## src/cfg_pd_pkg.sv

```systemverilog
/*
  Shared constants for the configuration status and power-down controller.
  Assumes a 10 MHz core clock.
*/
package cfg_pd_pkg;

  // Clock figures
  localparam int CLK_PERIOD_NS = 100;

  // Master-mode extra wait, least and longest, in microseconds
  localparam int MASTER_WAIT_MIN_US = 30;
  localparam int MASTER_WAIT_MAX_US = 300;
  localparam int MASTER_WAIT_MIN_CYC = (MASTER_WAIT_MIN_US * 1000 + CLK_PERIOD_NS - 1) / CLK_PERIOD_NS;
  localparam int MASTER_WAIT_MAX_CYC = (MASTER_WAIT_MAX_US * 1000) / CLK_PERIOD_NS;

  // Default length of one clear cycle of the configuration memory, in cycles
  localparam int CLEAR_CYC = 16;

  // Counter width for all sequence timing
  localparam int CNT_W = 16;

  // Reset values
  localparam logic [1:0] MODE_RST = 2'h0;

  // Controller states
  typedef enum logic [2:0] {
    ST_POR,
    ST_CLEAR,
    ST_CLEAR_LAST,
    ST_WAIT,
    ST_MASTER_WAIT,
    ST_LOAD,
    ST_IN_EN,
    ST_USER
  } cfg_state_e;

endpackage

```

## src/config_status_power_down_ctl.sv

```systemverilog
/*
  Configuration status and power-down controller: sequences power-on clear,
  the wait state, loading, and the handover of status pins to user logic,
  and gates all user I/O during power-down.
  Assumes pins arrive asynchronous to i_clk; the loader reports progress on
  same-clock strobes; pad muxing of scan and global clock pins is modelled.
*/
// Summary of operation
// Power-down disables user I/O, initialises flip-flops.
// Inputs read as low during power-down.
// Configuration contents kept through power-down.
// Power-down suspends, then restarts, configuration.
// Exit enables inputs and flip-flops before outputs.
// Test data out becomes user three-state output.
// Scan inputs come from pads, usable after config.
// No scan macro: scan pins become user I/O.
// High flag driven high until I/O active.
// Low flag driven low until I/O active.
// Init held low during stabilisation and clearing.
// External low init holds device in wait.
// Master mode waits 30 to 300 us extra.
// Init low during config signals data error.
// Global inputs drive global nets, else user I/O.
// Program release: finish clear, one more, wait.
// Mode inputs sampled after init goes high.
// Done output signals configuration complete.
// Power-down synchronised; outputs enable a cycle later.
// Flags and init switch to user with I/O enable.
`timescale 1ns/100ps
`default_nettype none

module config_status_power_down_ctl
  import cfg_pd_pkg::*;
#(
  parameter int N_IO     = 8,
  parameter int N_GCLK   = 4,
  parameter int CLEAR_LEN = CLEAR_CYC
) (
  // Clock and reset
  input  wire logic              i_clk,
  input  wire logic              i_rst_n,
  // Control pins
  input  wire logic              i_power_down_n,
  input  wire logic              i_program_n,
  input  wire logic [1:0]        i_mode,
  input  wire logic              i_master_mode,
  // Open-drain init line
  input  wire logic              i_init_in,
  output logic                   o_init_out,
  output logic                   o_init_oe,
  // Open-drain done line
  output logic                   o_done_out,
  output logic                   o_done_oe,
  // Loader status, same clock
  input  wire logic              i_load_done,
  input  wire logic              i_load_error,
  input  wire logic              i_scan_macro_used,
  // Status flags and user pin paths
  output logic                   o_config_busy_high_flag,
  output logic                   o_config_busy_low_flag,
  input  wire logic              i_user_hdc,
  input  wire logic              i_user_ldc,
  input  wire logic              i_user_init,
  input  wire logic              i_user_init_oe,
  // Test data out pin
  input  wire logic              i_scan_tdo,
  input  wire logic              i_user_tdo,
  input  wire logic              i_user_tdo_oe,
  output logic                   o_tdo,
  output logic                   o_tdo_oe,
  // Scan input pads
  input  wire logic [2:0]        i_scan_pads,
  output logic [2:0]             o_scan_to_tap,
  output logic [2:0]             o_scan_to_logic,
  // Primary global clock inputs
  input  wire logic [N_GCLK-1:0] i_primary_global_clock_in,
  input  wire logic [N_GCLK-1:0] i_gbuf_used,
  output logic [N_GCLK-1:0]      o_global_net,
  output logic [N_GCLK-1:0]      o_gclk_user_in,
  // User I/O pads
  input  wire logic [N_IO-1:0]   i_pad_in,
  input  wire logic [N_IO-1:0]   i_core_out,
  input  wire logic [N_IO-1:0]   i_core_oe,
  output logic [N_IO-1:0]        o_core_in,
  output logic [N_IO-1:0]        o_pad_out,
  output logic [N_IO-1:0]        o_pad_oe,
  // Core control
  output logic                   o_ff_init,
  output logic                   o_config_kept,
  output logic [1:0]             o_mode
);

  ////////////////////////////////////////////////////////////////////////////

  typedef struct packed {
    logic [1:0]              pd_sync;
    logic [1:0]              prog_sync;
    logic [1:0]              init_sync;
    logic [1:0]              scan_sync0;
    logic [1:0]              scan_sync1;
    logic [1:0]              scan_sync2;
    cfg_state_e              state;
    logic [CNT_W-1:0]        cnt;
    logic                    configured;
    logic                    error;
    logic [1:0]              mode;
    logic                    in_en;
    logic                    out_en;
    logic                    ff_init;
    logic                    init_out;
    logic                    init_oe;
    logic                    done_oe;
    logic                    config_busy_high_flag;
    logic                    config_busy_low_flag;
    logic                    tdo;
    logic                    tdo_oe;
    logic [2:0]              scan_tap;
    logic [2:0]              scan_logic;
    logic [N_GCLK-1:0]       gnet;
    logic [N_GCLK-1:0]       guser;
    logic [N_IO-1:0]         core_in;
    logic [N_IO-1:0]         pad_out;
    logic [N_IO-1:0]         pad_oe;
  } ctl_s;

  ctl_s cur_ff;
  ctl_s nxt_ff;

  logic pd_act;
  logic prog_low;
  logic init_pin_high;

  // Synchronised pin levels, read only from the second stage
  assign pd_act        = ~cur_ff.pd_sync[1];
  assign prog_low      = ~cur_ff.prog_sync[1];
  assign init_pin_high = cur_ff.init_sync[1];

  // Counter reaches a target
  function automatic logic cnt_hit(input logic [CNT_W-1:0] c, input int tgt);
    cnt_hit = (c >= CNT_W'(tgt - 1));
  endfunction

  ////////////////////////////////////////////////////////////////////////////

  // Next-state logic
  always_comb begin
    nxt_ff = cur_ff;
    nxt_ff.pd_sync    = {cur_ff.pd_sync[0], i_power_down_n};
    nxt_ff.prog_sync  = {cur_ff.prog_sync[0], i_program_n};
    nxt_ff.init_sync  = {cur_ff.init_sync[0], i_init_in};
    nxt_ff.scan_sync0 = {cur_ff.scan_sync0[0], i_scan_pads[0]};
    nxt_ff.scan_sync1 = {cur_ff.scan_sync1[0], i_scan_pads[1]};
    nxt_ff.scan_sync2 = {cur_ff.scan_sync2[0], i_scan_pads[2]};
    nxt_ff.cnt        = cur_ff.cnt + CNT_W'(1);

    // Sequencer
    case (cur_ff.state)
      ST_POR: begin
        if (cnt_hit(cur_ff.cnt, CLEAR_LEN)) begin
          nxt_ff.state = ST_CLEAR;
          nxt_ff.cnt   = '0;
        end
      end
      ST_CLEAR: begin
        if (cnt_hit(cur_ff.cnt, CLEAR_LEN) && !prog_low) begin
          nxt_ff.state = ST_CLEAR_LAST;
          nxt_ff.cnt   = '0;
        end else if (cnt_hit(cur_ff.cnt, CLEAR_LEN)) begin
          nxt_ff.cnt = '0;
        end
      end
      ST_CLEAR_LAST: begin
        if (cnt_hit(cur_ff.cnt, CLEAR_LEN)) begin
          nxt_ff.state = ST_WAIT;
          nxt_ff.cnt   = '0;
        end
      end
      ST_WAIT: begin
        nxt_ff.cnt = '0;
        if (init_pin_high && !pd_act) begin
          nxt_ff.mode  = i_mode;
          nxt_ff.state = i_master_mode ? ST_MASTER_WAIT : ST_LOAD;
        end
      end
      ST_MASTER_WAIT: begin
        if (!pd_act && cnt_hit(cur_ff.cnt, MASTER_WAIT_MIN_CYC)) begin
          nxt_ff.state = ST_LOAD;
          nxt_ff.cnt   = '0;
        end else if (pd_act) begin
          nxt_ff.cnt = cur_ff.cnt;
        end
      end
      ST_LOAD: begin
        if (pd_act) begin
          nxt_ff.state = ST_WAIT;
        end else if (i_load_error) begin
          nxt_ff.error = 1'b1;
        end else if (i_load_done && !cur_ff.error) begin
          nxt_ff.configured = 1'b1;
          nxt_ff.state      = ST_IN_EN;
        end
      end
      ST_IN_EN: begin
        if (!pd_act) begin
          nxt_ff.state = ST_USER;
        end
      end
      ST_USER: begin
        if (pd_act) begin
          nxt_ff.state = ST_IN_EN;
        end
      end
      default: begin
        nxt_ff.state = ST_POR;
      end
    endcase

    // Program low restarts clearing from any state except ST_POR and ST_CLEAR
    if (prog_low && cur_ff.state != ST_CLEAR && cur_ff.state != ST_POR) begin
      nxt_ff.state      = ST_CLEAR;
      nxt_ff.cnt        = '0;
      nxt_ff.configured = 1'b0;
      nxt_ff.error      = 1'b0;
    end

    // Input and output enables derived from the next state
    nxt_ff.in_en  = (nxt_ff.state == ST_IN_EN || nxt_ff.state == ST_USER) && !pd_act;
    nxt_ff.out_en = (nxt_ff.state == ST_USER) && cur_ff.in_en && !pd_act;
    nxt_ff.ff_init = !nxt_ff.in_en;

    // Init line: low while clearing, on error, user later
    nxt_ff.init_out = 1'b0;
    if (nxt_ff.out_en) begin
      nxt_ff.init_out = i_user_init;
      nxt_ff.init_oe  = i_user_init_oe;
    end else begin
      nxt_ff.init_oe  = (nxt_ff.state == ST_POR) || (nxt_ff.state == ST_CLEAR) ||
                        (nxt_ff.state == ST_CLEAR_LAST) || nxt_ff.error;
    end

    // Done is released once configuration completes
    nxt_ff.done_oe = !nxt_ff.configured;

    // Busy flags until I/O go active
    nxt_ff.config_busy_high_flag = nxt_ff.out_en ? i_user_hdc : 1'b1;
    nxt_ff.config_busy_low_flag = nxt_ff.out_en ? i_user_ldc : 1'b0;

    // Test data out
    if (nxt_ff.out_en && !i_scan_macro_used) begin
      nxt_ff.tdo    = i_user_tdo;
      nxt_ff.tdo_oe = i_user_tdo_oe;
    end else begin
      nxt_ff.tdo    = i_scan_tdo;
      nxt_ff.tdo_oe = i_scan_macro_used && !pd_act;
    end

    // Scan pads: straight to the tap, to logic once configured
    nxt_ff.scan_tap   = {cur_ff.scan_sync2[1], cur_ff.scan_sync1[1], cur_ff.scan_sync0[1]};
    if (!i_scan_macro_used && cur_ff.configured) begin
      nxt_ff.scan_tap = 3'h0;
    end
    nxt_ff.scan_logic = (cur_ff.configured && nxt_ff.in_en) ?
                        {cur_ff.scan_sync2[1], cur_ff.scan_sync1[1], cur_ff.scan_sync0[1]} :
                        3'h0;

    // Global inputs, masked low during power-down
    for (int k = 0; k < N_GCLK; k++) begin
      nxt_ff.gnet[k]  = nxt_ff.in_en & i_gbuf_used[k] & i_primary_global_clock_in[k];
      nxt_ff.guser[k] = nxt_ff.in_en & ~i_gbuf_used[k] & i_primary_global_clock_in[k];
    end

    // User I/O gating
    nxt_ff.core_in = nxt_ff.in_en ? i_pad_in : '0;
    nxt_ff.pad_out = nxt_ff.out_en ? i_core_out : '0;
    nxt_ff.pad_oe  = nxt_ff.out_en ? i_core_oe : '0;
  end

  ////////////////////////////////////////////////////////////////////////////

  // State register
  always_ff @(posedge i_clk) begin
    if (!i_rst_n) begin
      cur_ff       <= '0;
      cur_ff.state <= ST_POR;
      cur_ff.mode  <= MODE_RST;
      cur_ff.config_busy_high_flag   <= 1'b1;
      cur_ff.ff_init <= 1'b1;
      cur_ff.init_oe <= 1'b1;
      cur_ff.done_oe <= 1'b1;
      cur_ff.pd_sync <= 2'h3;
      cur_ff.prog_sync <= 2'h3;
    end else begin
      cur_ff <= nxt_ff;
    end
  end

  // Outputs straight from flip-flops, except the done output tied low
  assign o_init_out              = cur_ff.init_out;
  assign o_init_oe               = cur_ff.init_oe;
  assign o_done_out              = 1'b0;
  assign o_done_oe               = cur_ff.done_oe;
  assign o_config_busy_high_flag = cur_ff.config_busy_high_flag;
  assign o_config_busy_low_flag  = cur_ff.config_busy_low_flag;
  assign o_tdo                   = cur_ff.tdo;
  assign o_tdo_oe                = cur_ff.tdo_oe;
  assign o_scan_to_tap           = cur_ff.scan_tap;
  assign o_scan_to_logic         = cur_ff.scan_logic;
  assign o_global_net            = cur_ff.gnet;
  assign o_gclk_user_in          = cur_ff.guser;
  assign o_core_in               = cur_ff.core_in;
  assign o_pad_out               = cur_ff.pad_out;
  assign o_pad_oe                = cur_ff.pad_oe;
  assign o_ff_init               = cur_ff.ff_init;
  assign o_config_kept           = cur_ff.configured;
  assign o_mode                  = cur_ff.mode;
endmodule

`default_nettype wire

```

## config.mk

```make
export PLATFORM = sky130hd
export DESIGN_NAME = config_status_power_down_ctl
export DESIGN_NICKNAME = d
export VERILOG_FILES = /design/src/cfg_pd_pkg.sv /design/src/config_status_power_down_ctl.sv
export SDC_FILE = /design/constraint.sdc
export NUM_CORES = 1
export LEC_CHECK = 0
export ABC_AREA = 1
export BUFFER_PORTS_ARGS = -buffer_cell sky130_fd_sc_hd__buf_2
export CORE_MARGIN = 2
export CORE_UTILIZATION = 45
export CTS_BUF_LIST = sky130_fd_sc_hd__clkbuf_4
export CTS_CLUSTER_SIZE = 14
export DETAILED_ROUTE_END_ITERATION = 12
export MAX_ROUTING_LAYER = met4
export PLACE_DENSITY = 0.71
export SLEW_MARGIN = 20
export SYNTH_ARGS = -nofsm -noshare
export SYNTH_HDL_FRONTEND = slang
export SYNTH_SLANG_ARGS = --single-unit
```

## constraint.sdc

```tcl
create_clock -name i_clk -period 1.9 [get_ports i_clk]
set_input_delay 0.19 -clock i_clk [delete_from_list [all_inputs] [get_ports i_clk]]
set_output_delay 0.19 -clock i_clk [all_outputs]
set_load 0.02 [all_outputs]
```

; Yosys cells after proc, flatten, opt, wreduce, memory -nomap -nowiden
; Index checks and enable logic that the tools add are counted.
; W data, S select, Z words.
[totals]
reg_bits = 82
input_bits = 53
wordCells = 120
out_inout_bits = 50
[classes]
n_bitwise = 22
mux = 25
n_eq_ne = 13
addsub = 1
reduce_logical = 30
magnitude_cmp = 2
[op_table]
columns = cell, count
row1 = $pmux W16 S5, 1
row2 = $mux W16, 4
row3 = $mux W19, 2
row4 = $mux W3, 8
row5 = $pmux W3 S8, 1
row6 = $mux W21, 1
row7 = $eq A3 B3 Y1 const B, 6
row8 = $add A16 B1 Y16 const B, 1
row9 = $and A1 B1 Y1, 16
row10 = $ge A16 B4 Y1 const B, 1
row11 = $ge A16 B9 Y1 const B, 1
row12 = $logic_and A1 B1 Y1, 13
row13 = $eq A3 B2 Y1 const B, 3
row14 = $reduce_and A2 Y1, 4
row15 = $eq A3 B1 Y1 const B, 2
row16 = $logic_not A3 Y1, 2
row17 = $mux W2, 3
row18 = $not A1 Y1, 6
row19 = $mux W1, 5
row20 = $logic_not A1 Y1, 4
row21 = $logic_or A1 B1 Y1, 4
row22 = $reduce_or A2 Y1, 2
row23 = $ne A3 B1 Y1 const B, 1
row24 = $ne A3 B3 Y1 const B, 1
row25 = $reduce_bool A3 Y1, 1

; Longest topological paths before layout
[logic_depth]
ltp_word = 12
mapped_depth = 16
depth_no_buf = 16

; Least setup slack after synthesis
; Ideal clock, no wire load.
[synth_timing]
kind = register to register
from = register cur_ff[52] in the netlist's numbering
to = register cur_ff (netlist bit o_pad_oe[4])
path_stages_with_launch = 14
setup_slack_ps = 199
t_arrival_ps = 1589
cell_sequence = dfxtp_1 ha_1 nand2_1 nor2_2 nor2_1 nand2_1 nand2_1 a21oi_2 nand3_2 nand2_2 inv_4 nand2_8 buf_12 nor2_4
[synth_between]
elab_chain_len = 9
word_cells_on_any_way = 14
cone_classes = 2 x order compare / 1 x eq/ne / 6 x mux / 5 x reduce/logical
[synth_rtl]
columns = element, line_no
row1 = from (decl), config_status_power_down_ctl.sv:126  ; ctl_s cur_ff;
row2 = from (signal assigned), config_status_power_down_ctl.sv:293  ; cur_ff <= nxt_ff;
row3 = $ge A16 B9 Y1 / $ge A16 B4 Y1 (equally long branches), config_status_power_down_ctl.sv:140  ; cnt_hit = (c >= CNT_W'(tgt - 1));
row4 = $logic_and A1 B1 Y1 (on tied branches), "config_status_power_down_ctl.sv:186, config_status_power_down_ctl.sv:165"
row5 = $mux W3 (on tied branches), "config_status_power_down_ctl.sv:186, config_status_power_down_ctl.sv:165"
row6 = $pmux W3 S8 *, config_status_power_down_ctl.sv:157  ; case (cur_ff.state)
row7 = $mux W21 *, config_status_power_down_ctl.sv:219  ; if (prog_low && cur_ff.state != ST_CLEAR && cur_ff.state != ST_POR) begin
row8 = $eq A3 B3 Y1 *, config_status_power_down_ctl.sv:228  ; nxt_ff.out_en = (nxt_ff.state == ST_USER) && cur_ff.in_en && !pd_act;
row9 = $logic_and A1 B1 Y1 * (2 in a row), config_status_power_down_ctl.sv:228
row10 = $reduce_and A2 Y1 (no line) *, --
; Mark *: on every way between the ends. The rest lies on a longest branch, timed or not.
; A chain may end at the register's enable or synchronous reset.

; Worst setup path after layout
[layout_timing]
from = register cur_ff[69] in the netlist's numbering
to = register cur_ff (netlist bit o_config_busy_high_flag)
[layout_between]
elab_chain_len = 9
word_cells_on_any_way = 28
cone_classes = 9 x eq/ne / 12 x mux / 7 x reduce/logical
[layout_rtl]
columns = element, line_no
row1 = $mux W3, config_status_power_down_ctl.sv:198  ; end else if (i_load_done && !cur_ff.error) begin
row2 = $mux W3, config_status_power_down_ctl.sv:196  ; end else if (i_load_error) begin
row3 = $mux W3, config_status_power_down_ctl.sv:194  ; if (pd_act) begin
row4 = $pmux W3 S8, config_status_power_down_ctl.sv:157
row5 = $mux W21 *, config_status_power_down_ctl.sv:219
row6 = $eq A3 B3 Y1 *, config_status_power_down_ctl.sv:228
row7 = $logic_and A1 B1 Y1 * (2 in a row), config_status_power_down_ctl.sv:228
row8 = $reduce_and A2 Y1 (no line) *, --
; Marks and branches as above.

==> summary.txt <==
Power
  – VDD IR max: ~0.0004 V
  – Pwr per Cell Area: 664 nW/µm²
  – Leak: roughly 2.3 nW
  – Design Power: about 3.0 mW

CTS
  – Clk pin slew, worst setup/hold paths: between 0.1 and 0.15 ns
  – Worst-case clock buffer depth: 2
  – CTS root buf: clkbuf_4
  – H-tree depth: 3
  – TritonCTS clock tree: yes
  – Clk sinks: 82
  – Clk_lat worst skew: ~0.43 ns
  – CTS buffer count: 9

Drt
  – Vias per cell: 4.36
  – Routed wire length: 7640 µm
  – ANT nets after route: 0
  – DRC: 0
  – Vias: roughly 2900
  – Initial DRC count: 97
  – First-pass DRT Iterations: 4
  – DR WL/cell: about 11 µm

Floorplan
  – Starting density of the core: 45.9%
  – Num rows: 32
  – Total die area: between 8000 and 9000 µm²
  – Num ports: about 100
  – Chip height: 92.3 µm
  – CORE AREA: around 7600 µm²
  – Die extent in x: slightly above 90 µm

Yosys
  – Fraction of registers with async set/reset: 0%
  – Seq/Total Area, Yosys: 46.8%
  – Syn Area/Cell: ~8.0 µm²
  – Post-synth top area share: between 40% and 50%
  – Mapped Area: 3510 µm²
  – YS warnings: 0
  – Dominant synthesized flop cell: dfxtp_1
  – Cells after Synth: approximately 440
  – Syn nets: 490
  – Seq cells post-synth: slightly above 80
  – Synth cell types: 40
  – Top cells by area, synth: dfxtp_1, buf_4, inv_1
  – Most frequent cells after synthesis: dfxtp_1, inv_1, nand2_1
  – Cell taking the most area after synthesis: dfxtp_1
  – Most common cell in the synthesized netlist: dfxtp_1
  – Post-synth EDFFs: 0

Worst setup path
  – CP cell instances: nand2_2 > nor2_2 > nand2_2 > nand2_1 > nand2_2 > nor2_4 > nand2_4 > nor2_8 > nand2_8 > or2_1
  – CP Capture Type: flip-flop
  – Delay-heaviest family, CP: simple AND/OR/NAND/NOR gates
  – Worst r2r path cells: 10
  – Crit start category: flip-flop
  – CP required: between 2 and 2.5 ns
  – Setup crit start: cur_ff[69]
  – Worst path slowest cell: dfxtp_1
  – Crit Path Max Fanout: 9
  – Reg2reg setup slack: ~0.095 ns
  – RR Endpoint: o_config_busy_high_flag
  – Crit Reg-Reg Startpoint: cur_ff[69]
  – Crit path top cell by count: nand2_2
  – Worst setup path category: flip-flop to flip-flop
  – Bufs and invs on worst path: 0
  – Worst stage delay on the critical path: a little over 0.5 ns
  – Critical path endpoint: o_config_busy_high_flag
  – Cell count along the critical path: 10
  – Arrival time worst endpoint: 2.14 ns

Cells and area
  – Share of cells above drive strength 1: about a third
  – Final cell count without fillers: 665
  – Nets: about 610
  – Final Util: just under 60%
  – Area Overhead vs Synth: 28.9%
  – Diode count: 0

Timing
  – Slew Limit Fails: 0
  – Clock Skew: approximately 0.016 ns
  – Tcrit/Tclk final: a little over nine tenths
  – Minimum clock period: around 1.8 ns
  – Final Hold Viols: 0
  – Fmax: between 0.5 and 0.6 GHz
  – Final setup viols: 0
  – Setup TNS: 0 ns

Flow run
  – Max cap viols: 0

Hold path
  – Worst Hold Class: primary input to flip-flop
  – Min-delay src: i_mode[1]

Global route
  – Global-route usage over all layers: between 10% and 20%
  – First-pass GRT wire length: approximately 12000 µm
  – Initial antenna violation count: 0
  – Vias in the first global route: 2952
  – Largest net degree at the start of global routing: 15
  – Global route total overflow: 0

Place
  – Placed Cells incl. Taps: approximately 600
  – GP Congestion: 0.919
  – Post-DP HPWL: ~5000 µm
  – I/O Buffers: around 100

Status
  – Status: completed
## layer usage
metal  wire, µm  track usage (%)
met1       3090             19.7
met2       3970             33.5
met3        351             3.17
met4        225             9.08
met5          0                -
## state kept, by name, indices dropped and copies added (netlist names), 2 cells and up
name and flops:
o_scan_to_logic 3, o_core_in 8, o_global_net 4, o_gclk_user_in 4
o_mode 2, o_scan_to_tap 3, cur_ff 33, o_pad_out 8
o_pad_oe 8
## area by class of cell
type,instances,area (µm²)
Timing Repair Buffer,158,1080
Multi-Input combinational cell,230,1240
Clock buffer,10,75.1
Tap cell,102,128
Inverter,77,292
Clock inverter,6,63.8
Fill cell,644,3130
Sequential cell,82,1650
## worst min-delay path by stage
stage / endpoint / slack [ns] / depth (start not counted)
detailed placement: o_gclk_user_in[2] / 0.37 / 2
global placement: o_gclk_user_in[2] / 0.37 / 2
finish: o_mode[1] / 0.02 / 3
floorplan: o_gclk_user_in[3] / 0.26 / 1
global route: o_mode[1] / 0.03 / 3
CTS: o_mode[1] / 0.0001 / 3
## per-stage QoR
step	hold slack (ns)	instance area [µm²]	setup slack, ns
floorplan	0.260	3510	0.199
global placement	0.367	3870	0.103
detailed placement	0.374	3870	0.0372
CTS	0.000113	4430	0.0273
global route	0.0340	4520	-0.0176
finish	0.0152	4520	0.0947
## report_power, final
part | total, mW | internal, mW | switching, mW
Clock | 1.03 | 0.419 | 0.608
Sequential | 1.75 | 1.74 | 0.0131
Combinational | 0.219 | 0.127 | 0.0923
## logic make-up after synthesis
family	synth area share, %
buffers and inverters	18.7
adder cells (fa/ha/maj)	0.357
XOR/XNOR	0.999
flip-flops	46.8
AO/OA/AOI/OAI	3.78
other	0.107
AND/OR/NAND/NOR	29.3
## placed cells by master (no fill, tap or decap), drive strengths merged, types with 3 or more instances in the layout
cell type	count
o21ai	10
nor3b	3
nor2	76
clkbuf	10
or2	6
nor4	3
buf	116
a21oi	10
nand3	12
nand2	80
dlygate4sd3	42
nor3	16
clkinv	3
inv	78
xor2	3
nand4	4
dfxtp	82
## worst min-delay path: cells and delay by family
kind,cells,cell delay [ns]
simple gates,1,0.08
compound gates,1,0.07
buf+inv,1,0.07
## repair_timing
action,in CTS,in global routing
hold buffers,42,0
setup buffers,0,6
setup endpoints to repair,0,40
gates resized for setup,0,12
endpoints found under the hold margin,42,0
(Power assumes the default switching activity.)
